--- src/include/ssp_pkg.sv ---
// Package for the synchronous serial port: register map, fields, formats, types.
// Assumes a 32-bit AXI4-Lite register bus and a 200 MHz system clock.
`default_nettype none
package ssp_pkg;
	localparam int          ADDR_W       = 8;
	localparam logic [7:0]  OFS_CTRL     = 8'h00;
	localparam logic [7:0]  OFS_DATA     = 8'h04;
	localparam logic [7:0]  OFS_STAT     = 8'h08;
	localparam logic [7:0]  OFS_CDIV     = 8'h0C;
	localparam logic [7:0]  OFS_IRAW     = 8'h10;
	localparam logic [7:0]  OFS_IEN      = 8'h14;
	localparam logic [7:0]  OFS_ICLR     = 8'h18;
	localparam logic [1:0]  RESP_OK      = 2'h0;
	localparam logic [1:0]  RESP_SLVERR  = 2'h2;
	localparam int          DATA_MAX     = 16;
	localparam int          FIFO_DEPTH   = 8;
	localparam logic [4:0]  WIDTH_MIN    = 5'h04;
	localparam logic [4:0]  WIDTH_MAX    = 5'h10;
	localparam logic [7:0]  RXTO_BITS    = 8'h20;
	localparam logic [3:0]  FIFO_HALF    = 4'h4;
	localparam logic [2:0]  SYNC_SLAVE   = 3'h3;

	typedef enum logic [2:0] {
		spi_mode_pol0_ph0      = 3'h0,
		spi_mode_pol0_ph1      = 3'h1,
		spi_mode_pol1_ph0      = 3'h2,
		spi_mode_pol1_ph1      = 3'h3,
		frame_pulse_format     = 3'h4,
		half_duplex_cmd_format = 3'h5
	} ssp_format_e;

	// Control register layout, high bits first
	typedef struct packed {
		logic [20:0] rsvd;
		logic [4:0]  width;
		logic        slave_output_off_select;
		logic        link_master_select;
		logic [2:0]  format;
		logic        enable;
	} ssp_ctrl_s;

	typedef struct packed {
		logic rx_overrun_irq;
		logic rx_timeout_irq;
		logic rx_fifo_service_irq;
		logic tx_fifo_service_irq;
	} ssp_irq_s;

	typedef struct packed {
		logic sclk;
		logic sfrm;
		logic mosi;
		logic miso;
	} ssp_pins_s;
endpackage : ssp_pkg
`default_nettype wire

--- src/rtl/ssp_core.sv ---
// Synchronous serial port: AXI4-Lite registers, FIFOs, master/slave shifter.
// Assumes a peripheral on the link pins; slave pins arrive asynchronously.
`default_nettype none
// Behaviour
// - Busy while shifting or transmit FIFO holds words; idle only when all drained.
// - Six frame formats: four clock modes, frame pulse, half-duplex command.
// - Mode 0..3 map to polarity/phase 00, 01, 10, 11.
// - Master or slave; slave may stop driving its serial output.
// - Frame width programmable 4 to 16 bits, frames carry exactly that.
// - Received word read shows only its low N bits.
// - Transmit word upper 32-N bits ignored, low N bits sent.
// - Written words queue in transmit FIFO and go out in order.
// - Receive FIFO not empty indication visible to software.
// - Transmit FIFO not full indication visible to software.
// - Global enable; cleared stops all serial operation.
// - Bit clock derived from the processor clock itself.
// - Independent eight-entry 16-bit FIFOs for transmit and receive.
// - Four raw interrupt sources, masked onto the processor interrupt.
module ssp_core (
	input  wire logic        clock,
	input  wire logic        sys_rst,
	input  wire logic [7:0]  s_axi_awaddr,
	input  wire logic        s_axi_awvalid,
	output logic             s_axi_awready,
	input  wire logic [31:0] s_axi_wdata,
	input  wire logic [3:0]  s_axi_wstrb,
	input  wire logic        s_axi_wvalid,
	output logic             s_axi_wready,
	output logic [1:0]       s_axi_bresp,
	output logic             s_axi_bvalid,
	input  wire logic        s_axi_bready,
	input  wire logic [7:0]  s_axi_araddr,
	input  wire logic        s_axi_arvalid,
	output logic             s_axi_arready,
	output logic [31:0]      s_axi_rdata,
	output logic [1:0]       s_axi_rresp,
	output logic             s_axi_rvalid,
	input  wire logic        s_axi_rready,
	input  wire logic        sclk_in,
	output logic             sclk_out,
	output logic             sclk_oe,
	input  wire logic        sfrm_in,
	output logic             sfrm_out,
	output logic             sfrm_oe,
	output logic             mosi_out,
	output logic             mosi_oe,
	input  wire logic        miso_in,
	output logic             irq
);
	localparam int DW = ssp_pkg::DATA_MAX;

	// Registers
	ssp_pkg::ssp_ctrl_s ctrl_q;
	logic [15:0]        cdiv_q;
	ssp_pkg::ssp_irq_s  iraw_q, ien_q;

	// AXI write path: address and data latched independently
	logic       aw_have_q, w_have_q;
	logic [7:0] awaddr_q;
	logic [31:0] wdata_q;
	wire        wr_fire = aw_have_q && w_have_q && !s_axi_bvalid;
	wire        wr_map  = awaddr_q inside {ssp_pkg::OFS_CTRL, ssp_pkg::OFS_DATA,
		ssp_pkg::OFS_CDIV, ssp_pkg::OFS_IEN, ssp_pkg::OFS_ICLR};
	wire        wr_ctrl = wr_fire && awaddr_q == ssp_pkg::OFS_CTRL;
	wire        wr_data = wr_fire && awaddr_q == ssp_pkg::OFS_DATA;
	wire        wr_cdiv = wr_fire && awaddr_q == ssp_pkg::OFS_CDIV;
	wire        wr_ien  = wr_fire && awaddr_q == ssp_pkg::OFS_IEN;
	wire        wr_iclr = wr_fire && awaddr_q == ssp_pkg::OFS_ICLR;

	// Width mask; a width outside 4..16 clamps to the nearest legal value
	function automatic logic [4:0] eff_width(input logic [4:0] w);
		eff_width = (w < ssp_pkg::WIDTH_MIN) ? ssp_pkg::WIDTH_MIN :
			(w > ssp_pkg::WIDTH_MAX) ? ssp_pkg::WIDTH_MAX : w;
	endfunction : eff_width
	function automatic logic [DW-1:0] width_mask(input logic [4:0] w);
		width_mask = DW'((32'h1 << w) - 32'h1);
	endfunction : width_mask

	wire [4:0]    nbits = eff_width(ctrl_q.width);
	wire [DW-1:0] dmask = width_mask(nbits);

	// FIFOs
	logic [DW-1:0] tx_rd, rx_rd, rx_word;
	logic          tx_empty, tx_full, rx_empty, rx_full, tx_pop, rx_push;
	logic [3:0]    tx_lvl, rx_lvl;
	wire           rd_data;
	ssp_fifo #(.W(DW), .D(ssp_pkg::FIFO_DEPTH)) u_txf (
		.clock(clock), .sys_rst(sys_rst), .clr(!ctrl_q.enable),
		.push(wr_data), .wdata(wdata_q[DW-1:0] & dmask),
		.pop(tx_pop), .rdata(tx_rd), .empty(tx_empty), .full(tx_full), .level(tx_lvl));
	ssp_fifo #(.W(DW), .D(ssp_pkg::FIFO_DEPTH)) u_rxf (
		.clock(clock), .sys_rst(sys_rst), .clr(!ctrl_q.enable),
		.push(rx_push), .wdata(rx_word), .pop(rd_data),
		.rdata(rx_rd), .empty(rx_empty), .full(rx_full), .level(rx_lvl));

	// Slave pins pass a synchroniser before use
	logic [2:0] pin_s;
	ssp_sync #(.W(3)) u_sync (.clock(clock), .sys_rst(sys_rst),
		.din({sclk_in, sfrm_in, miso_in}), .dout(pin_s));
	wire s_sclk = pin_s[2];
	wire s_frm  = pin_s[1];
	wire s_din  = pin_s[0];

	// Format decode
	wire fmt_spi = ctrl_q.format <= 3'(ssp_pkg::spi_mode_pol1_ph1);
	wire fmt_fp  = ctrl_q.format == 3'(ssp_pkg::frame_pulse_format);
	wire fmt_hd  = ctrl_q.format == 3'(ssp_pkg::half_duplex_cmd_format);
	wire cpol    = fmt_spi && ctrl_q.format[1];
	wire cpha    = fmt_spi && ctrl_q.format[0];
	wire master  = ctrl_q.link_master_select;

	// Bit-rate divider: half-period = prescale*(divider+1), clock is the bus clock
	logic [15:0] div_cnt_q;
	wire  [15:0] half_per = {8'h00, cdiv_q[7:0]} * ({8'h00, cdiv_q[15:8]} + 16'h0001);
	wire         tick = div_cnt_q >= half_per - 16'h0001;

	// Shifter state
	typedef enum logic [1:0] {ST_IDLE = 2'b00, ST_SHIFT = 2'b01, ST_DONE = 2'b11} ssp_st_e;
	ssp_st_e     st_q;
	logic [DW-1:0] txsh_q, rxsh_q;
	logic [4:0]  bit_q;
	logic        phase_q, sclk_q, frm_q, sclk_prev_q;
	logic [7:0]  idle_q;

	// Slave edge detect on synchronised clock
	wire s_rise = s_sclk && !sclk_prev_q;
	wire s_fall = !s_sclk && sclk_prev_q;
	wire s_lead = cpol ? s_fall : s_rise;
	wire s_trail = cpol ? s_rise : s_fall;
	// Sample on leading edge when phase 0, trailing when phase 1
	wire s_samp  = cpha ? s_trail : s_lead;
	wire s_shift = cpha ? s_lead : s_trail;
	wire m_samp  = tick && phase_q == cpha;
	wire m_shift = tick && phase_q != cpha;
	wire samp    = master ? m_samp : s_samp && !s_frm;
	wire shft    = master ? m_shift : s_shift && !s_frm;
	wire last    = bit_q == nbits - 5'h01;

	assign tx_pop  = ctrl_q.enable && st_q == ST_IDLE && !tx_empty &&
		(master || !s_frm);
	assign rx_push = ctrl_q.enable && st_q == ST_SHIFT && samp && last;
	// Master reads its input through the same two flops: a loopback needs half_per of 4 or more
	assign rx_word = {rxsh_q[DW-2:0], s_din} & dmask;

	always_ff @(posedge clock) begin
		if (sys_rst)
			sclk_prev_q <= 1'b0;
		else
			sclk_prev_q <= s_sclk;
	end

	always_ff @(posedge clock) begin
		if (sys_rst || !ctrl_q.enable) begin
			st_q      <= ST_IDLE;
			div_cnt_q <= '0;
			phase_q   <= 1'b0;
			bit_q     <= '0;
			txsh_q    <= '0;
			rxsh_q    <= '0;
			frm_q     <= 1'b0;
		end else begin
			// Free-running so DONE and the receive timeout see ticks; a pop aligns it
			div_cnt_q <= (tick || tx_pop) ? '0 : div_cnt_q + 16'h0001;
			unique case (st_q)
				ST_IDLE: begin
					frm_q <= 1'b0;
					if (tx_pop) begin
						txsh_q  <= tx_rd << (5'(DW) - nbits);
						bit_q   <= '0;
						phase_q <= 1'b0;
						frm_q   <= fmt_fp;
						st_q    <= ST_SHIFT;
					end
				end
				ST_SHIFT: begin
					if (tick)
						phase_q <= !phase_q;
					if (master && tick)
						frm_q <= 1'b0;
					if (samp)
						rxsh_q <= {rxsh_q[DW-2:0], s_din};
					// Phase 1 shows the first bit before its leading edge, so that edge keeps it
					if (shft && !(bit_q == '0 && cpha))
						txsh_q <= {txsh_q[DW-2:0], 1'b0};
					if (samp) begin
						bit_q <= bit_q + 5'h01;
						if (last)
							st_q <= ST_DONE;
					end
				end
				ST_DONE: begin
					if (!master || tick)
						st_q <= ST_IDLE;
				end
			endcase
		end
	end

	// Master pin drive; slave may release its output
	wire drive_out = ctrl_q.enable && (master || !ctrl_q.slave_output_off_select);
	always_ff @(posedge clock) begin
		if (sys_rst) begin
			sclk_out <= 1'b0;
			sclk_oe  <= 1'b0;
			sfrm_out <= 1'b1;
			sfrm_oe  <= 1'b0;
			mosi_out <= 1'b0;
			mosi_oe  <= 1'b0;
		end else begin
			// Held through DONE so the last bit's edge reaches the pin
			sclk_out <= (st_q != ST_IDLE) ? (phase_q ^ cpol) : cpol;
			sclk_oe  <= ctrl_q.enable && master;
			sfrm_out <= fmt_fp ? frm_q : !(st_q != ST_IDLE);
			sfrm_oe  <= ctrl_q.enable && master;
			mosi_out <= txsh_q[DW-1];
			mosi_oe  <= drive_out && !(fmt_hd && st_q == ST_IDLE);
		end
	end

	// Receive timeout: FIFO holds words but the link stays quiet
	always_ff @(posedge clock) begin
		if (sys_rst || rx_empty || st_q != ST_IDLE)
			idle_q <= '0;
		else if (tick && idle_q != ssp_pkg::RXTO_BITS)
			idle_q <= idle_q + 8'h01;
	end

	// Interrupt events; a set in the clear cycle wins
	ssp_pkg::ssp_irq_s ev, clr_v;
	assign ev.tx_fifo_service_irq = ctrl_q.enable && tx_lvl <= ssp_pkg::FIFO_HALF;
	assign ev.rx_fifo_service_irq = rx_lvl >= ssp_pkg::FIFO_HALF;
	assign ev.rx_timeout_irq      = idle_q == ssp_pkg::RXTO_BITS - 8'h01 && tick;
	assign ev.rx_overrun_irq      = rx_push && rx_full;
	assign clr_v = wr_iclr ? ssp_pkg::ssp_irq_s'(wdata_q[3:0]) : '0;

	always_ff @(posedge clock) begin
		if (sys_rst) begin
			iraw_q <= '0;
			ien_q  <= '0;
			irq    <= 1'b0;
		end else begin
			iraw_q <= (iraw_q & ~clr_v) | ev;
			if (wr_ien)
				ien_q <= ssp_pkg::ssp_irq_s'(wdata_q[3:0]);
			irq <= |(iraw_q & ien_q);
		end
	end

	// Control and divider registers
	always_ff @(posedge clock) begin
		if (sys_rst) begin
			ctrl_q <= '0;
			cdiv_q <= 16'h0101;
		end else begin
			if (wr_ctrl)
				ctrl_q <= ssp_pkg::ssp_ctrl_s'({21'h0, wdata_q[10:0]});
			if (wr_cdiv && wdata_q[7:0] != 8'h00)
				cdiv_q <= wdata_q[15:0];
		end
	end

	// AXI write channel handshakes
	always_ff @(posedge clock) begin
		if (sys_rst) begin
			aw_have_q     <= 1'b0;
			w_have_q      <= 1'b0;
			awaddr_q      <= '0;
			wdata_q       <= '0;
			s_axi_bvalid  <= 1'b0;
			s_axi_bresp   <= ssp_pkg::RESP_OK;
		end else begin
			if (s_axi_awvalid && s_axi_awready) begin
				aw_have_q <= 1'b1;
				awaddr_q  <= s_axi_awaddr;
			end
			if (s_axi_wvalid && s_axi_wready) begin
				w_have_q <= 1'b1;
				wdata_q  <= s_axi_wdata;
			end
			if (wr_fire) begin
				aw_have_q    <= 1'b0;
				w_have_q     <= 1'b0;
				s_axi_bvalid <= 1'b1;
				s_axi_bresp  <= wr_map ? ssp_pkg::RESP_OK : ssp_pkg::RESP_SLVERR;
			end else if (s_axi_bready)
				s_axi_bvalid <= 1'b0;
		end
	end
	assign s_axi_awready = !aw_have_q && !s_axi_bvalid;
	assign s_axi_wready  = !w_have_q && !s_axi_bvalid;

	// Read decode
	wire busy = !tx_empty || st_q != ST_IDLE;
	wire [31:0] stat_w = {27'h0, busy, rx_full, !rx_empty, !tx_full, tx_empty};
	wire [7:0]  ra = s_axi_araddr;
	wire        ra_map = ra inside {ssp_pkg::OFS_CTRL, ssp_pkg::OFS_DATA, ssp_pkg::OFS_STAT,
		ssp_pkg::OFS_CDIV, ssp_pkg::OFS_IRAW, ssp_pkg::OFS_IEN, ssp_pkg::OFS_ICLR};
	wire [31:0] rsel =
		(ra == ssp_pkg::OFS_CTRL) ? 32'(ctrl_q) :
		(ra == ssp_pkg::OFS_DATA) ? {16'h0, rx_rd & dmask} :
		(ra == ssp_pkg::OFS_STAT) ? stat_w :
		(ra == ssp_pkg::OFS_CDIV) ? {16'h0, cdiv_q} :
		(ra == ssp_pkg::OFS_IRAW) ? {28'h0, iraw_q} :
		(ra == ssp_pkg::OFS_IEN)  ? {28'h0, ien_q} : 32'h0;
	assign rd_data = s_axi_arvalid && s_axi_arready && ra == ssp_pkg::OFS_DATA && !rx_empty;
	assign s_axi_arready = !s_axi_rvalid;

	always_ff @(posedge clock) begin
		if (sys_rst) begin
			s_axi_rvalid <= 1'b0;
			s_axi_rdata  <= '0;
			s_axi_rresp  <= ssp_pkg::RESP_OK;
		end else if (s_axi_arvalid && s_axi_arready) begin
			s_axi_rvalid <= 1'b1;
			s_axi_rdata  <= rsel;
			s_axi_rresp  <= ra_map ? ssp_pkg::RESP_OK : ssp_pkg::RESP_SLVERR;
		end else if (s_axi_rready)
			s_axi_rvalid <= 1'b0;
	end

	// Assertions
	idle_means_empty_a: assert property (@(posedge clock) disable iff (sys_rst)
		!busy |-> tx_empty && st_q == ST_IDLE) else $error("busy low with work left");
	disable_stops_a: assert property (@(posedge clock) disable iff (sys_rst)
		!ctrl_q.enable |=> st_q == ST_IDLE) else $error("shifter ran while disabled");
	rx_masked_a: assert property (@(posedge clock) disable iff (sys_rst)
		rx_push |-> (rx_word & ~dmask) == '0) else $error("rx word wider than width");
	irq_masked_a: assert property (@(posedge clock) disable iff (sys_rst)
		$past(iraw_q & ien_q) == '0 && !$past(sys_rst) |-> !irq) else $error("irq unmasked");
	slave_off_a: assert property (@(posedge clock) disable iff (sys_rst)
		!master && ctrl_q.slave_output_off_select |=> !mosi_oe) else $error("slave drove out");
	width_range_a: assert property (@(posedge clock) disable iff (sys_rst)
		nbits >= ssp_pkg::WIDTH_MIN && nbits <= ssp_pkg::WIDTH_MAX) else $error("bad width");
	mode_map_a: assert property (@(posedge clock) disable iff (sys_rst)
		fmt_spi |-> {cpol, cpha} == ctrl_q.format[1:0]) else $error("mode map wrong");
	flag_set_a: assert property (@(posedge clock) disable iff (sys_rst)
		ev.rx_overrun_irq |=> iraw_q.rx_overrun_irq) else $error("overrun lost");
endmodule : ssp_core
`default_nettype wire

--- src/rtl/ssp_fifo.sv ---
// Eight-deep flip-flop FIFO for transmit and receive words.
// Push when full and pop when empty are ignored; clear empties it.
`default_nettype none
module ssp_fifo #(
	parameter int W = 16,
	parameter int D = 8
) (
	input  wire logic         clock,
	input  wire logic         sys_rst,
	input  wire logic         clr,
	input  wire logic         push,
	input  wire logic [W-1:0] wdata,
	input  wire logic         pop,
	output logic [W-1:0]      rdata,
	output logic              empty,
	output logic              full,
	output logic [$clog2(D):0] level
);
	localparam int AW = $clog2(D);
	logic [W-1:0]  mem_q [D];
	logic [AW-1:0] wp_q, rp_q;
	logic [AW:0]   cnt_q;
	wire           do_push = push && !full;
	wire           do_pop  = pop && !empty;

	assign rdata = mem_q[rp_q];
	assign empty = (cnt_q == '0);
	assign full  = (cnt_q == (AW+1)'(D));
	assign level = cnt_q;

	always_ff @(posedge clock) begin
		if (do_push)
			mem_q[wp_q] <= wdata;
	end

	always_ff @(posedge clock) begin
		if (sys_rst || clr) begin
			wp_q  <= '0;
			rp_q  <= '0;
			cnt_q <= '0;
		end else begin
			if (do_push)
				wp_q <= (wp_q == AW'(D-1)) ? '0 : wp_q + 1'b1;
			if (do_pop)
				rp_q <= (rp_q == AW'(D-1)) ? '0 : rp_q + 1'b1;
			cnt_q <= cnt_q + (AW+1)'(do_push) - (AW+1)'(do_pop);
		end
	end
endmodule : ssp_fifo
`default_nettype wire

--- src/rtl/ssp_sync.sv ---
// Two-flop synchroniser for the serial link pins.
// Assumes inputs are asynchronous to clock.
`default_nettype none
module ssp_sync #(
	parameter int W = 3
) (
	input  wire logic         clock,
	input  wire logic         sys_rst,
	input  wire logic [W-1:0] din,
	output logic [W-1:0]      dout
);
	logic [W-1:0] meta_q;
	always_ff @(posedge clock) begin
		if (sys_rst) begin
			meta_q <= '0;
			dout   <= '0;
		end else begin
			meta_q <= din;
			dout   <= meta_q;
		end
	end
endmodule : ssp_sync
`default_nettype wire

--- config.mk ---
export PLATFORM = sky130hd
export DESIGN_NAME = ssp_core
export DESIGN_NICKNAME = d
export VERILOG_FILES = /design/src/include/ssp_pkg.sv /design/src/rtl/ssp_core.sv /design/src/rtl/ssp_fifo.sv /design/src/rtl/ssp_sync.sv
export SDC_FILE = /design/constraint.sdc
export NUM_CORES = 1
export LEC_CHECK = 0
export BUFFER_PORTS_ARGS = -buffer_cell sky130_fd_sc_hd__buf_2
export CORE_ASPECT_RATIO = 1.5
export CORE_UTILIZATION = 35
export DETAILED_ROUTE_END_ITERATION = 7
export SLEW_MARGIN = 10
export SYNTH_ARGS = -nofsm -noshare
export SYNTH_HDL_FRONTEND = slang
export SYNTH_SLANG_ARGS = --single-unit
export TNS_END_PERCENT = 5
--- constraint.sdc ---
create_clock -name clock -period 15 [get_ports clock]
set_clock_uncertainty 0.2 [all_clocks]
set_input_delay 2.25 -clock clock [delete_from_list [all_inputs] [get_ports clock]]
set_output_delay 2.25 -clock clock [all_outputs]
set_load 0.02 [all_outputs]
[Word-level counts from Yosys, hierarchy flattened]
Memories as Yosys holds them, arrays and structs flattened. A register that Yosys moved wholly into a read port is not among the register bits.
Cells that the tools add are included.
Operators by class
  $add $sub $neg: 16
  multipliers: 1
  order comparisons: 6
  equal/unequal tests: 32
  shift operators: 2
  mux-type cells: 52
  bitwise logic cells: 8
  reductions and logical operators: 92
Operators by type and width (number)
  $mux 16: 6
  $and 16x16->16: 3
  $eq 8x5->1 const B: 6
  $logic_and 1x1->1: 44
  $pmux 16 s2: 1
  $sub 16x1->16 const B: 2
  $eq 8x4->1 const B: 3
  $mux 3: 8
  $mux 1: 20
  $mux 5: 4
  $eq 3x3->1 const B: 6
  $logic_not 1->1: 18
  $add 16x1->16 const B: 1
  $eq 8x3->1 const B: 2
  $ge 16x16->1: 1
  $logic_not 8->1: 2
  $mul 8x9->16: 1
  $shl 1x5->16 const A: 1
  $shl 16x5->16: 1
  $add 3x1->3 const B: 4
  $mux 2: 6
  $mux 4: 3
  $ne 2x2->1 const B: 5
  $pmux 5 s2: 1
  other kinds (39): 60
Storage, ports and cells
  flip-flop bits (word level): 196
  memory bits (writable): 256
  input bits: 62
  word-level logic and storage cells: 257
  memories kept: 2
Memory list
  u_rxf.mem_q: depth 8, bits a word 16, rd ports 1, clocked after Yosys merged registers in 1, wr ports 1, line ssp_fifo.sv:20  | logic [W-1:0] mem_q [D];
  u_txf.mem_q: depth 8, bits a word 16, rd ports 1, clocked after Yosys merged registers in 1, wr ports 1, line ssp_fifo.sv:20

[Logic depth before layout (Yosys ltp)]
Gate-level depths: netlist (run 1).
  word-level depth: 11
  mapped depth: 33
  depth with buffers taken out: 31

[By module]
A second synthesis (run 1) with hierarchy kept.
Unflattened totals
  cell total of the unflattened synthesis: 1889
  area, all modules: 22350.2 um2
By module, submodules not included
  ssp_core: times used 1, cells each 1347, area an instance 10970.5 um2, sequential area each 3042.9 um2
  ssp_fifo at u_txf: times used 1, cells each 266, area an instance 5611.6 um2, sequential area each 4103.9 um2
  ssp_fifo at u_rxf: times used 1, cells each 264, area an instance 5610.4 um2, sequential area each 4103.9 um2
  ssp_sync: times used 1, cells each 12, area an instance 157.7 um2, sequential area each 120.1 um2

[Least setup slack after synthesis (run 1)]
OpenSTA, ideal clock, no wires.
  path kind: reg-to-reg
  start: reg cdiv_q[9]
  end: mem u_rxf.mem_q[0][0], enable pin
  setup time: 0.430 ns
  data arrival time: 8.244 ns
  data required time: 14.370 ns
  slack: 6.126 ns
  stages on the path, launching flop included: 27
  buffers on the path: 1
  clock period less this slack: 8.874 ns
  path through: dfxtp_1 ha_1 nand3_1 nor2_1 xor2_1 nand2_1 fa_1 inv_1 fa_1 fa_1 inv_1 fa_1 inv_1 ha_1 a21boi_0 o41a_1 a41o_1 o41ai_1 xor2_1 ha_1 nand4_2 nor4_1 a221oi_2 a2111o_1 a2111o_1 buf_2 nor4_1
On the way
  longest elaborated chain between the ends: 11
RTL lines
  start: declaration: line ssp_core.sv:54  | logic [15:0] cdiv_q;
  start signal: assignment: line ssp_core.sv:258  | cdiv_q <= wdata_q[15:0];
  $add 8x1->9: line ssp_core.sv:114  | wire [15:0] half_per = {8'h00, cdiv_q[7:0]} * ({8'h00, cdiv_q[15:8]} + 16'h0001);
  $mul 8x9->16: line ssp_core.sv:114
  $sub 16x1->16: line ssp_core.sv:115  | wire tick = div_cnt_q >= half_per - 16'h0001;
  $ge 16x16->1: line ssp_core.sv:115
  $logic_and 1x1->1: line ssp_core.sv:133  | wire m_samp = tick && phase_q == cpha;
  $mux 1: line ssp_core.sv:135  | wire samp = master ? m_samp : s_samp && !s_frm;
  $logic_and 1x1->1 (2 in a row): line ssp_core.sv:141  | assign rx_push = ctrl_q.enable && st_q == ST_SHIFT && samp && last;
  $logic_and 1x1->1: line ssp_fifo.sv:23  | wire do_push = push && !full;
  $mux 1: line ssp_fifo.sv:32  | if (do_push)
  $mux 1 (not written as such): line ssp_fifo.sv:33  | mem_q[wp_q] <= wdata;
  end: declaration: line ssp_fifo.sv:20
Every way passes these cells.

[Final worst setup path (run 1)]
  start: reg cdiv_q[8]
  end: reg u_rxf.cnt_q[2], in the netlist u_rxf.level[2]
On the way
  longest elaborated chain between the ends: 11
RTL lines
  $add 8x1->9: line ssp_core.sv:114
  $mul 8x9->16: line ssp_core.sv:114
  $sub 16x1->16: line ssp_core.sv:115
  $ge 16x16->1: line ssp_core.sv:115
  $logic_and 1x1->1: line ssp_core.sv:133
  $mux 1: line ssp_core.sv:135
  $logic_and 1x1->1 (2 in a row): line ssp_core.sv:141
  $logic_and 1x1->1: line ssp_fifo.sv:23
  named net u_rxf.do_push: line ssp_fifo.sv:23
  $add 4x1->4: line ssp_fifo.sv:46  | cnt_q <= cnt_q + (AW+1)'(do_push) - (AW+1)'(do_pop);
  $sub 4x1->4: line ssp_fifo.sv:46
  end signal: assignment: line ssp_fifo.sv:46
  end: declaration: line ssp_fifo.sv:22  | logic [AW:0] cnt_q;
The timed path passes the listed nets, and every way through them passes these cells.
A chain may end at the register's enable or synchronous reset.

==> results.json, run 1 <==
{
  "grt.total_usage_pct": 16.8,
  "yosysTopAreaCellShare_pct": 34.6,
  "grt_start_max_net_pins": 85,
  "hold_path.startpoint": "u_sync.meta_q[0]$_SDFF_PP0_",
  "post_synth_main_area_contributors": "sky130_fd_sc_hd__edfxtp_1 35%, sky130_fd_sc_hd__dfxtp_1 17%, sky130_fd_sc_hd__mux4_2 6.5%",
  "finalHoldViolCount": 0,
  "max_cap_violations": 0,
  "synth_flop_cell": "sky130_fd_sc_hd__edfxtp_1",
  "globalRouteOverflowTotal": 0,
  "num_io_pins": 110,
  "post_cts_resize_count": 0,
  "yosysWarningCount": 0,
  "syn_inst": 1896,
  "post-route-cell-area_um2": 24900,
  "clock_latency_ns": 0.60,
  "power.total_uw": 2540,
  "worst_r2r_endpoint": "u_rxf.level[2]$_SDFF_PP0_",
  "grt_setup_unrepaired": "no",
  "start_util_pct": 35.5,
  "maxSlewHeadroom_pct": 16.0,
  "avgRoutedWirePerCell_um": 19.5,
  "port_buffers": 71,
  "routed_wl_mm": 54.2,
  "flops_latches_synth": 440,
  "period_needed_ns": 9.65,
  "finalNetCount": 2147,
  "power-per-cell-area_nw_per_um2": 102,
  "worst_r2r_path_depth": 29,
  "cp-start-kind": "flop",
  "num_vias": 14700,
  "synth_cell_types": 91,
  "post_route_cells_drive_above_1_share_pct": 14.5,
  "utilization_pct": 39.8,
  "report.final.setup_viol": 0,
  "synth.avg_cell_area_um2": 11.7,
  "grt_pass1_vias": 14800,
  "clock_buffers_created_by_tritoncts": 43,
  "tritoncts_sinks": 440,
  "die-width_um": 208,
  "cts_post_setup_buffers_inserted": 0,
  "fin_tns_setup_ns": 0,
  "seq_area_frac_synth_pct": 51.2,
  "timing.reg2reg.setup_slack_ns": 5.35,
  "first_iter_violations": 892,
  "chipHeight_um": 310,
  "fill_cells": 5942,
  "layout-area-overhead-vs-synth_pct": 12.1,
  "critPathSlowestCell": "sky130_fd_sc_hd__a2111o_1",
  "timing.critical_path.arrival_ns": 9.92,
  "synth_async_sr_flop_share_pct": 0,
  "cts_hold_repair.buffers": 0,
  "final_max_slew_viol_count": 0,
  "cpMostUsedCell": "sky130_fd_sc_hd__fa_1",
  "max_fclk_mhz": 104,
  "fp.dieArea_um2": 64500,
  "worstMarginPinSlew_ns": 1.26,
  "hold_path_class": "flop to flop",
  "ir_drop_v": 0.0000954,
  "drt_drc_violations_left": 0,
  "netlist.top_cell.by_area": "sky130_fd_sc_hd__edfxtp_1",
  "clk_pin_slew_ns": 0.06,
  "crit-reg2reg-launch": "cdiv_q[8]$_SDFFE_PP1P_",
  "min_path_cells": 1,
  "critical_path_class": "flop to flop",
  "grt_antenna_before_repair": 2,
  "run_status": "completed",
  "synth-edff-count": 256,
  "crit_path_end_kind": "flop",
  "period_share_pct": 64.3,
  "final_weighted_congestion_of_routability_driven_global_placement": 0.890,
  "grt_first_pass_wirelength_mm": 83.4,
  "core-area_um2": 62500,
  "worst-endpoint-required_ns": 15.28,
  "cts_h_tree_lvls": 2,
  "place_area_um2": 23300,
  "drt.antenna.violating_nets": 0,
  "cp_max_fo": 23,
  "worst_path_largest_cell_delay_ns": 0.85,
  "cts_buffer_depth": 3,
  "clock-root-buffer": "sky130_fd_sc_hd__clkbuf_16",
  "drt-vias-per-instance": 5.29,
  "hpwlAfterDp_mm": 38.7,
  "total_leakage_power_uw": 0.00899,
  "std_cell_rows": 112,
  "drt-pass1-iter-count": 5,
  "syn-cell-area_um2": 22200,
  "tritoncts": "done",
  "min_delay_worst_endpoint": "u_sync.dout[0]$_SDFF_PP0_"
}
[sequential cells by signal, indices dropped and copies added, names as in the netlist, 4 cells and up, named ones only]
register,count
ctrl_q,10
cdiv_q,16
u_rxf.mem_q,128
u_rxf.level,4
bit_q,5
s_axi_rdata,16
txsh_q,16
rxsh_q,15
div_cnt_q,16
u_txf.level,4
wdata_q,16
iraw_q,4
ien_q,4
awaddr_q,8
u_txf.mem_q,128
idle_q,8
[worst max-delay path by stage]
stage / startpoint / to / slack [ns] / depth (start not counted)
after floorplan: cdiv_q[9]$_SDFFE_PP0P_ / u_rxf.mem_q[0][0]$_DFFE_PP_ / 6.13 / 26
after global placement: cdiv_q[8]$_SDFFE_PP1P_ / u_rxf.level[2]$_SDFF_PP0_ / 5.54 / 29
after detailed placement: cdiv_q[8]$_SDFFE_PP1P_ / u_rxf.level[2]$_SDFF_PP0_ / 5.31 / 29
after CTS: cdiv_q[8]$_SDFFE_PP1P_ / u_rxf.level[2]$_SDFF_PP0_ / 5.29 / 29
after global routing: cdiv_q[8]$_SDFFE_PP1P_ / u_rxf.level[2]$_SDFF_PP0_ / 4.77 / 29
final: cdiv_q[8]$_SDFFE_PP1P_ / u_rxf.level[2]$_SDFF_PP0_ / 5.35 / 29
[critical path, delay by kind of cell, from the launching register on]
family                   cells  cell delay (ns)
XOR/XNOR                     3             0.97
AND/OR/NAND/NOR              5             0.55
flip-flops                   1             0.64
AO/OA/AOI/OAI                8             3.41
buffers and inverters        4             0.19
adder cells (fa/ha/maj)      9             3.52
[cells in the mapped netlist (all sizes together) (8+ instances only)]
library cell and count:
a211oi 21, inv 133, nor3 36, a221oi 18, ha 88, xnor2 30
mux4 64, nand2b 20, nor2 153, o31ai 13, a21oi 93, or4 8
xor2 25, nand2 155, dfxtp 184, clkbuf 64, o211ai 23, edfxtp 256
and2 51, and3 12, o21ai 30, nor2b 29, nand4 12, a22oi 8
nor3b 10, fa 49, mux2i 85, mux2 11, buf 47, a21o 13
nand3 56, nor4 11
[cell usage in the layout, fill, tap and decap left out, types with 11 or more instances in the layout]
cell type and n:
sky130_fd_sc_hd__edfxtp_1 256, sky130_fd_sc_hd__dfxtp_1 182, sky130_fd_sc_hd__nand2_1 154, sky130_fd_sc_hd__nor2_1 152
sky130_fd_sc_hd__inv_1 131, sky130_fd_sc_hd__a21oi_1 93, sky130_fd_sc_hd__ha_1 88, sky130_fd_sc_hd__mux2i_1 85
sky130_fd_sc_hd__buf_2 70, sky130_fd_sc_hd__mux4_2 64, sky130_fd_sc_hd__nand3_1 56, sky130_fd_sc_hd__and2_1 50
sky130_fd_sc_hd__fa_1 49, sky130_fd_sc_hd__clkbuf_16 43, sky130_fd_sc_hd__buf_4 33, sky130_fd_sc_hd__xnor2_1 30
sky130_fd_sc_hd__nor3_1 28, sky130_fd_sc_hd__nor2b_1 27, sky130_fd_sc_hd__xor2_1 25, sky130_fd_sc_hd__o21ai_0 24
sky130_fd_sc_hd__o211ai_1 23, sky130_fd_sc_hd__nand2b_1 19, sky130_fd_sc_hd__a211oi_1 19, sky130_fd_sc_hd__conb_1 19
sky130_fd_sc_hd__a221oi_1 17, sky130_fd_sc_hd__a21o_1 13, sky130_fd_sc_hd__o31ai_1 13, sky130_fd_sc_hd__nand4_1 11
sky130_fd_sc_hd__mux2_2 11, sky130_fd_sc_hd__and3_1 11
[stage by stage]
step	setup slack (ns)	cells	hold WS, ns
final	5.35	2782	0.245
after global routing	4.77	2781	0.251
after CTS	5.29	2781	0.242
after detailed placement	5.31	2701	0.228
after global placement	5.54	2701	0.222
after floorplan	6.13	1913	0.214
[layout make-up]
cell class	instances	area, um^2	area share [%]
Sequential cell	440	11400	45.7
Tap cell	798	998	4.01
Inverter	133	499	2.01
Clock buffer	54	1160	4.65
Antenna cell	1	2.50	0.0101
Timing Repair Buffer	103	598	2.40
Multi-Input combinational cell	1227	9860	39.6
Clock inverter	26	394	1.58
[logic make-up after synthesis]
kind of cell    count (synthesis)  synth area share (%)
fa+ha+maj                     137                  9.38
buf+inv                       246                  5.04
mux                           160                  10.9
flops                         440                  51.2
other cells                     2                0.0338
simple gates                  578                  12.7
compound gates                278                  8.60
xor+xnor                       55                  2.17
[routing by layer]
layer	vias to the layer above	GRT usage [%]	part of all wire [%]	wire (um)
met3	94	2.45	4.4	2370
met1	7330	18.8	38	20800
met5	-	0	0.063	34
met4	4	7.41	3.8	2070
li1	6902	-	-	-
met2	384	31.7	53	28900
[report_power, final]
part           total [uW]  internal, uW  switching, uW
clock                1180           696            489
combinational        67.5          22.4           45.1
sequential           1290          1280           10.8
(Power assumes the default switching activity.)
==> inputs of run 2 (changes only) <==
==> constraint.sdc (replaced) <==
create_clock -name clock -period 9.45 [get_ports clock]
set_clock_uncertainty 0.2 [all_clocks]
set_input_delay 1.4175 -clock clock [delete_from_list [all_inputs] [get_ports clock]]
set_output_delay 1.4175 -clock clock [all_outputs]
set_load 0.02 [all_outputs]
==> results.json, run 2 (synthesis gave the netlist of run 1 again) <==
{
  "period_share_pct": 93.1,
  "clock_latency_ns": 0.60,
  "first_iter_violations": 923,
  "cp-start-kind": "flop",
  "fp.dieArea_um2": 64500,
  "timing.critical_path.arrival_ns": 9.08,
  "ir_drop_v": 0.000124,
  "grt.total_usage_pct": 16.8,
  "final_weighted_congestion_of_routability_driven_global_placement": 0.900,
  "final_max_slew_viol_count": 0,
  "finalHoldViolCount": 0,
  "drt_drc_violations_left": 0,
  "critPathSlowestCell": "sky130_fd_sc_hd__dfxtp_1",
  "grt_first_pass_wirelength_mm": 84.0,
  "register_area_um2": 11400,
  "max_fclk_mhz": 114,
  "std_cell_rows": 112,
  "power.total_uw": 3880,
  "crit_path_end_kind": "flop",
  "report.final.setup_viol": 0,
  "fill_cells": 5908,
  "total_leakage_power_uw": 0.00895,
  "worst-endpoint-required_ns": 9.74,
  "clock-root-buffer": "sky130_fd_sc_hd__clkbuf_16",
  "drt.antenna.violating_nets": 0,
  "biggestRegsByFlops": "u_rxf.mem_q (128), u_txf.mem_q (128)",
  "grt_start_max_net_pins": 78,
  "num_io_pins": 110,
  "start_util_pct": 35.5,
  "cts_h_tree_lvls": 2,
  "layout-area-overhead-vs-synth_pct": 11.7,
  "chipHeight_um": 310,
  "cts_hold_repair.buffers": 0,
  "cts_buffer_depth": 3,
  "maxSlewHeadroom_pct": 26.4,
  "multiInputGateArea_um2": 9860,
  "die-width_um": 208,
  "layout_commonest_cell": "sky130_fd_sc_hd__edfxtp_1",
  "tritoncts": "done",
  "worstMarginPinSlew_ns": 1.10,
  "worst_path_largest_cell_delay_ns": 0.60,
  "grt_setup_unrepaired": "no",
  "cpMostUsedCell": "sky130_fd_sc_hd__fa_1",
  "run_status": "completed",
  "post_cts_resize_count": 0,
  "hpwlAfterDp_mm": 38.8,
  "hold_path_class": "flop to flop",
  "num_antenna_cells": 0,
  "core-area_um2": 62500,
  "tritoncts_sinks": 440,
  "clock_buffers_created_by_tritoncts": 43,
  "period_needed_ns": 8.79,
  "globalRouteOverflowTotal": 0,
  "cts_post_setup_buffers_inserted": 0,
  "port_buffers": 71,
  "cp_max_fo": 13,
  "grt_pass1_vias": 14900,
  "power-per-cell-area_nw_per_um2": 157,
  "avgRoutedWirePerCell_um": 19.5,
  "num_vias": 14800,
  "critical_path_class": "flop to flop",
  "max_cap_violations": 0,
  "finalNetCount": 2154,
  "tightest_hold_margin_ns": 0.208,
  "routed_wl_mm": 54.5,
  "post_route_cells_drive_above_1_share_pct": 14.5,
  "clk_pin_slew_ns": 0.07,
  "grt_antenna_before_repair": 2,
  "fin_tns_setup_ns": 0,
  "drt-vias-per-instance": 5.32,
  "layout.cells.most_common_list": "256 x sky130_fd_sc_hd__edfxtp_1, 182 x sky130_fd_sc_hd__dfxtp_1, 154 x sky130_fd_sc_hd__nand2_1",
  "drt-pass1-iter-count": 6
}
==> run 2: cell types whose count changed in the layout (fill, tap and decap cells not counted), moves of 2 or more <==
cell,change
sky130_fd_sc_hd__bufinv_16,-5
sky130_fd_sc_hd__buf_4,+7
sky130_fd_sc_hd__clkinv_4,-2
sky130_fd_sc_hd__clkbuf_1,+4
sky130_fd_sc_hd__clkinvlp_2,+2
==> run 2: worst paths after layout <==
path	from	cells after the start	slack, ns	to
hold reg to reg	u_sync.meta_q[0]$_SDFF_PP0_	1	0.21	u_sync.dout[0]$_SDFF_PP0_
setup reg to reg	cdiv_q[8]$_SDFFE_PP1P_	28	0.66	u_rxf.level[1]$_SDFF_PP0_
setup / recovery	cdiv_q[8]$_SDFFE_PP1P_	28	0.66	u_rxf.level[1]$_SDFF_PP0_
hold / removal	u_sync.meta_q[0]$_SDFF_PP0_	1	0.21	u_sync.dout[0]$_SDFF_PP0_
==> run 2: cell type report <==
type                       instances  share of cell area (%)
sequential                       440                    45.9
multi-input combinational       1227                    39.8
clock buffer                      57                    4.67
tap                              798                    4.03
timing repair buffer             110                    2.62
inverter                         133                    2.01
clock inverter                    22                    1.04
==> run 2: report_power, final <==
part / internal (uW) / switching (uW)
clock: 963 / 772
sequential: 2020 / 17.2
combinational: 35.6 / 71.9
==> run 2: stage by stage <==
stage,cells,instance area (um^2),util [%],setup slack [ns]
2_1_floorplan,1913,22300,-,0.576
3_3_place_gp,2708,23400,37.4,0.732
3_5_place_dp,2708,23400,37.4,0.590
4_1_cts,2787,24800,39.7,0.591
5_1_grt,2787,24800,39.7,0.162
6_report,2787,24800,39.7,0.656
==> run 2: worst max-delay path, delay by kind of cell, from the launching register on <==
family | cells | cell delay, ns
fa+ha+maj | 9 | 3.53
xor+xnor | 2 | 0.68
simple gates | 6 | 1.14
buf+inv | 4 | 0.24
compound gates | 7 | 2.31
flops | 1 | 0.60
==> run 2: layer usage <==
layer | vias up | GRT usage (%) | routed length [um] | part of all wire [%]
met1 | 7407 | 18.6 | 20900 | 38
met3 | 120 | 2.10 | 2250 | 4.1
met2 | 397 | 31.2 | 28400 | 52
met5 | - | 0 | 31 | 0.057
met4 | 4 | 9.56 | 2910 | 5.3
li1 | 6908 | - | - | -
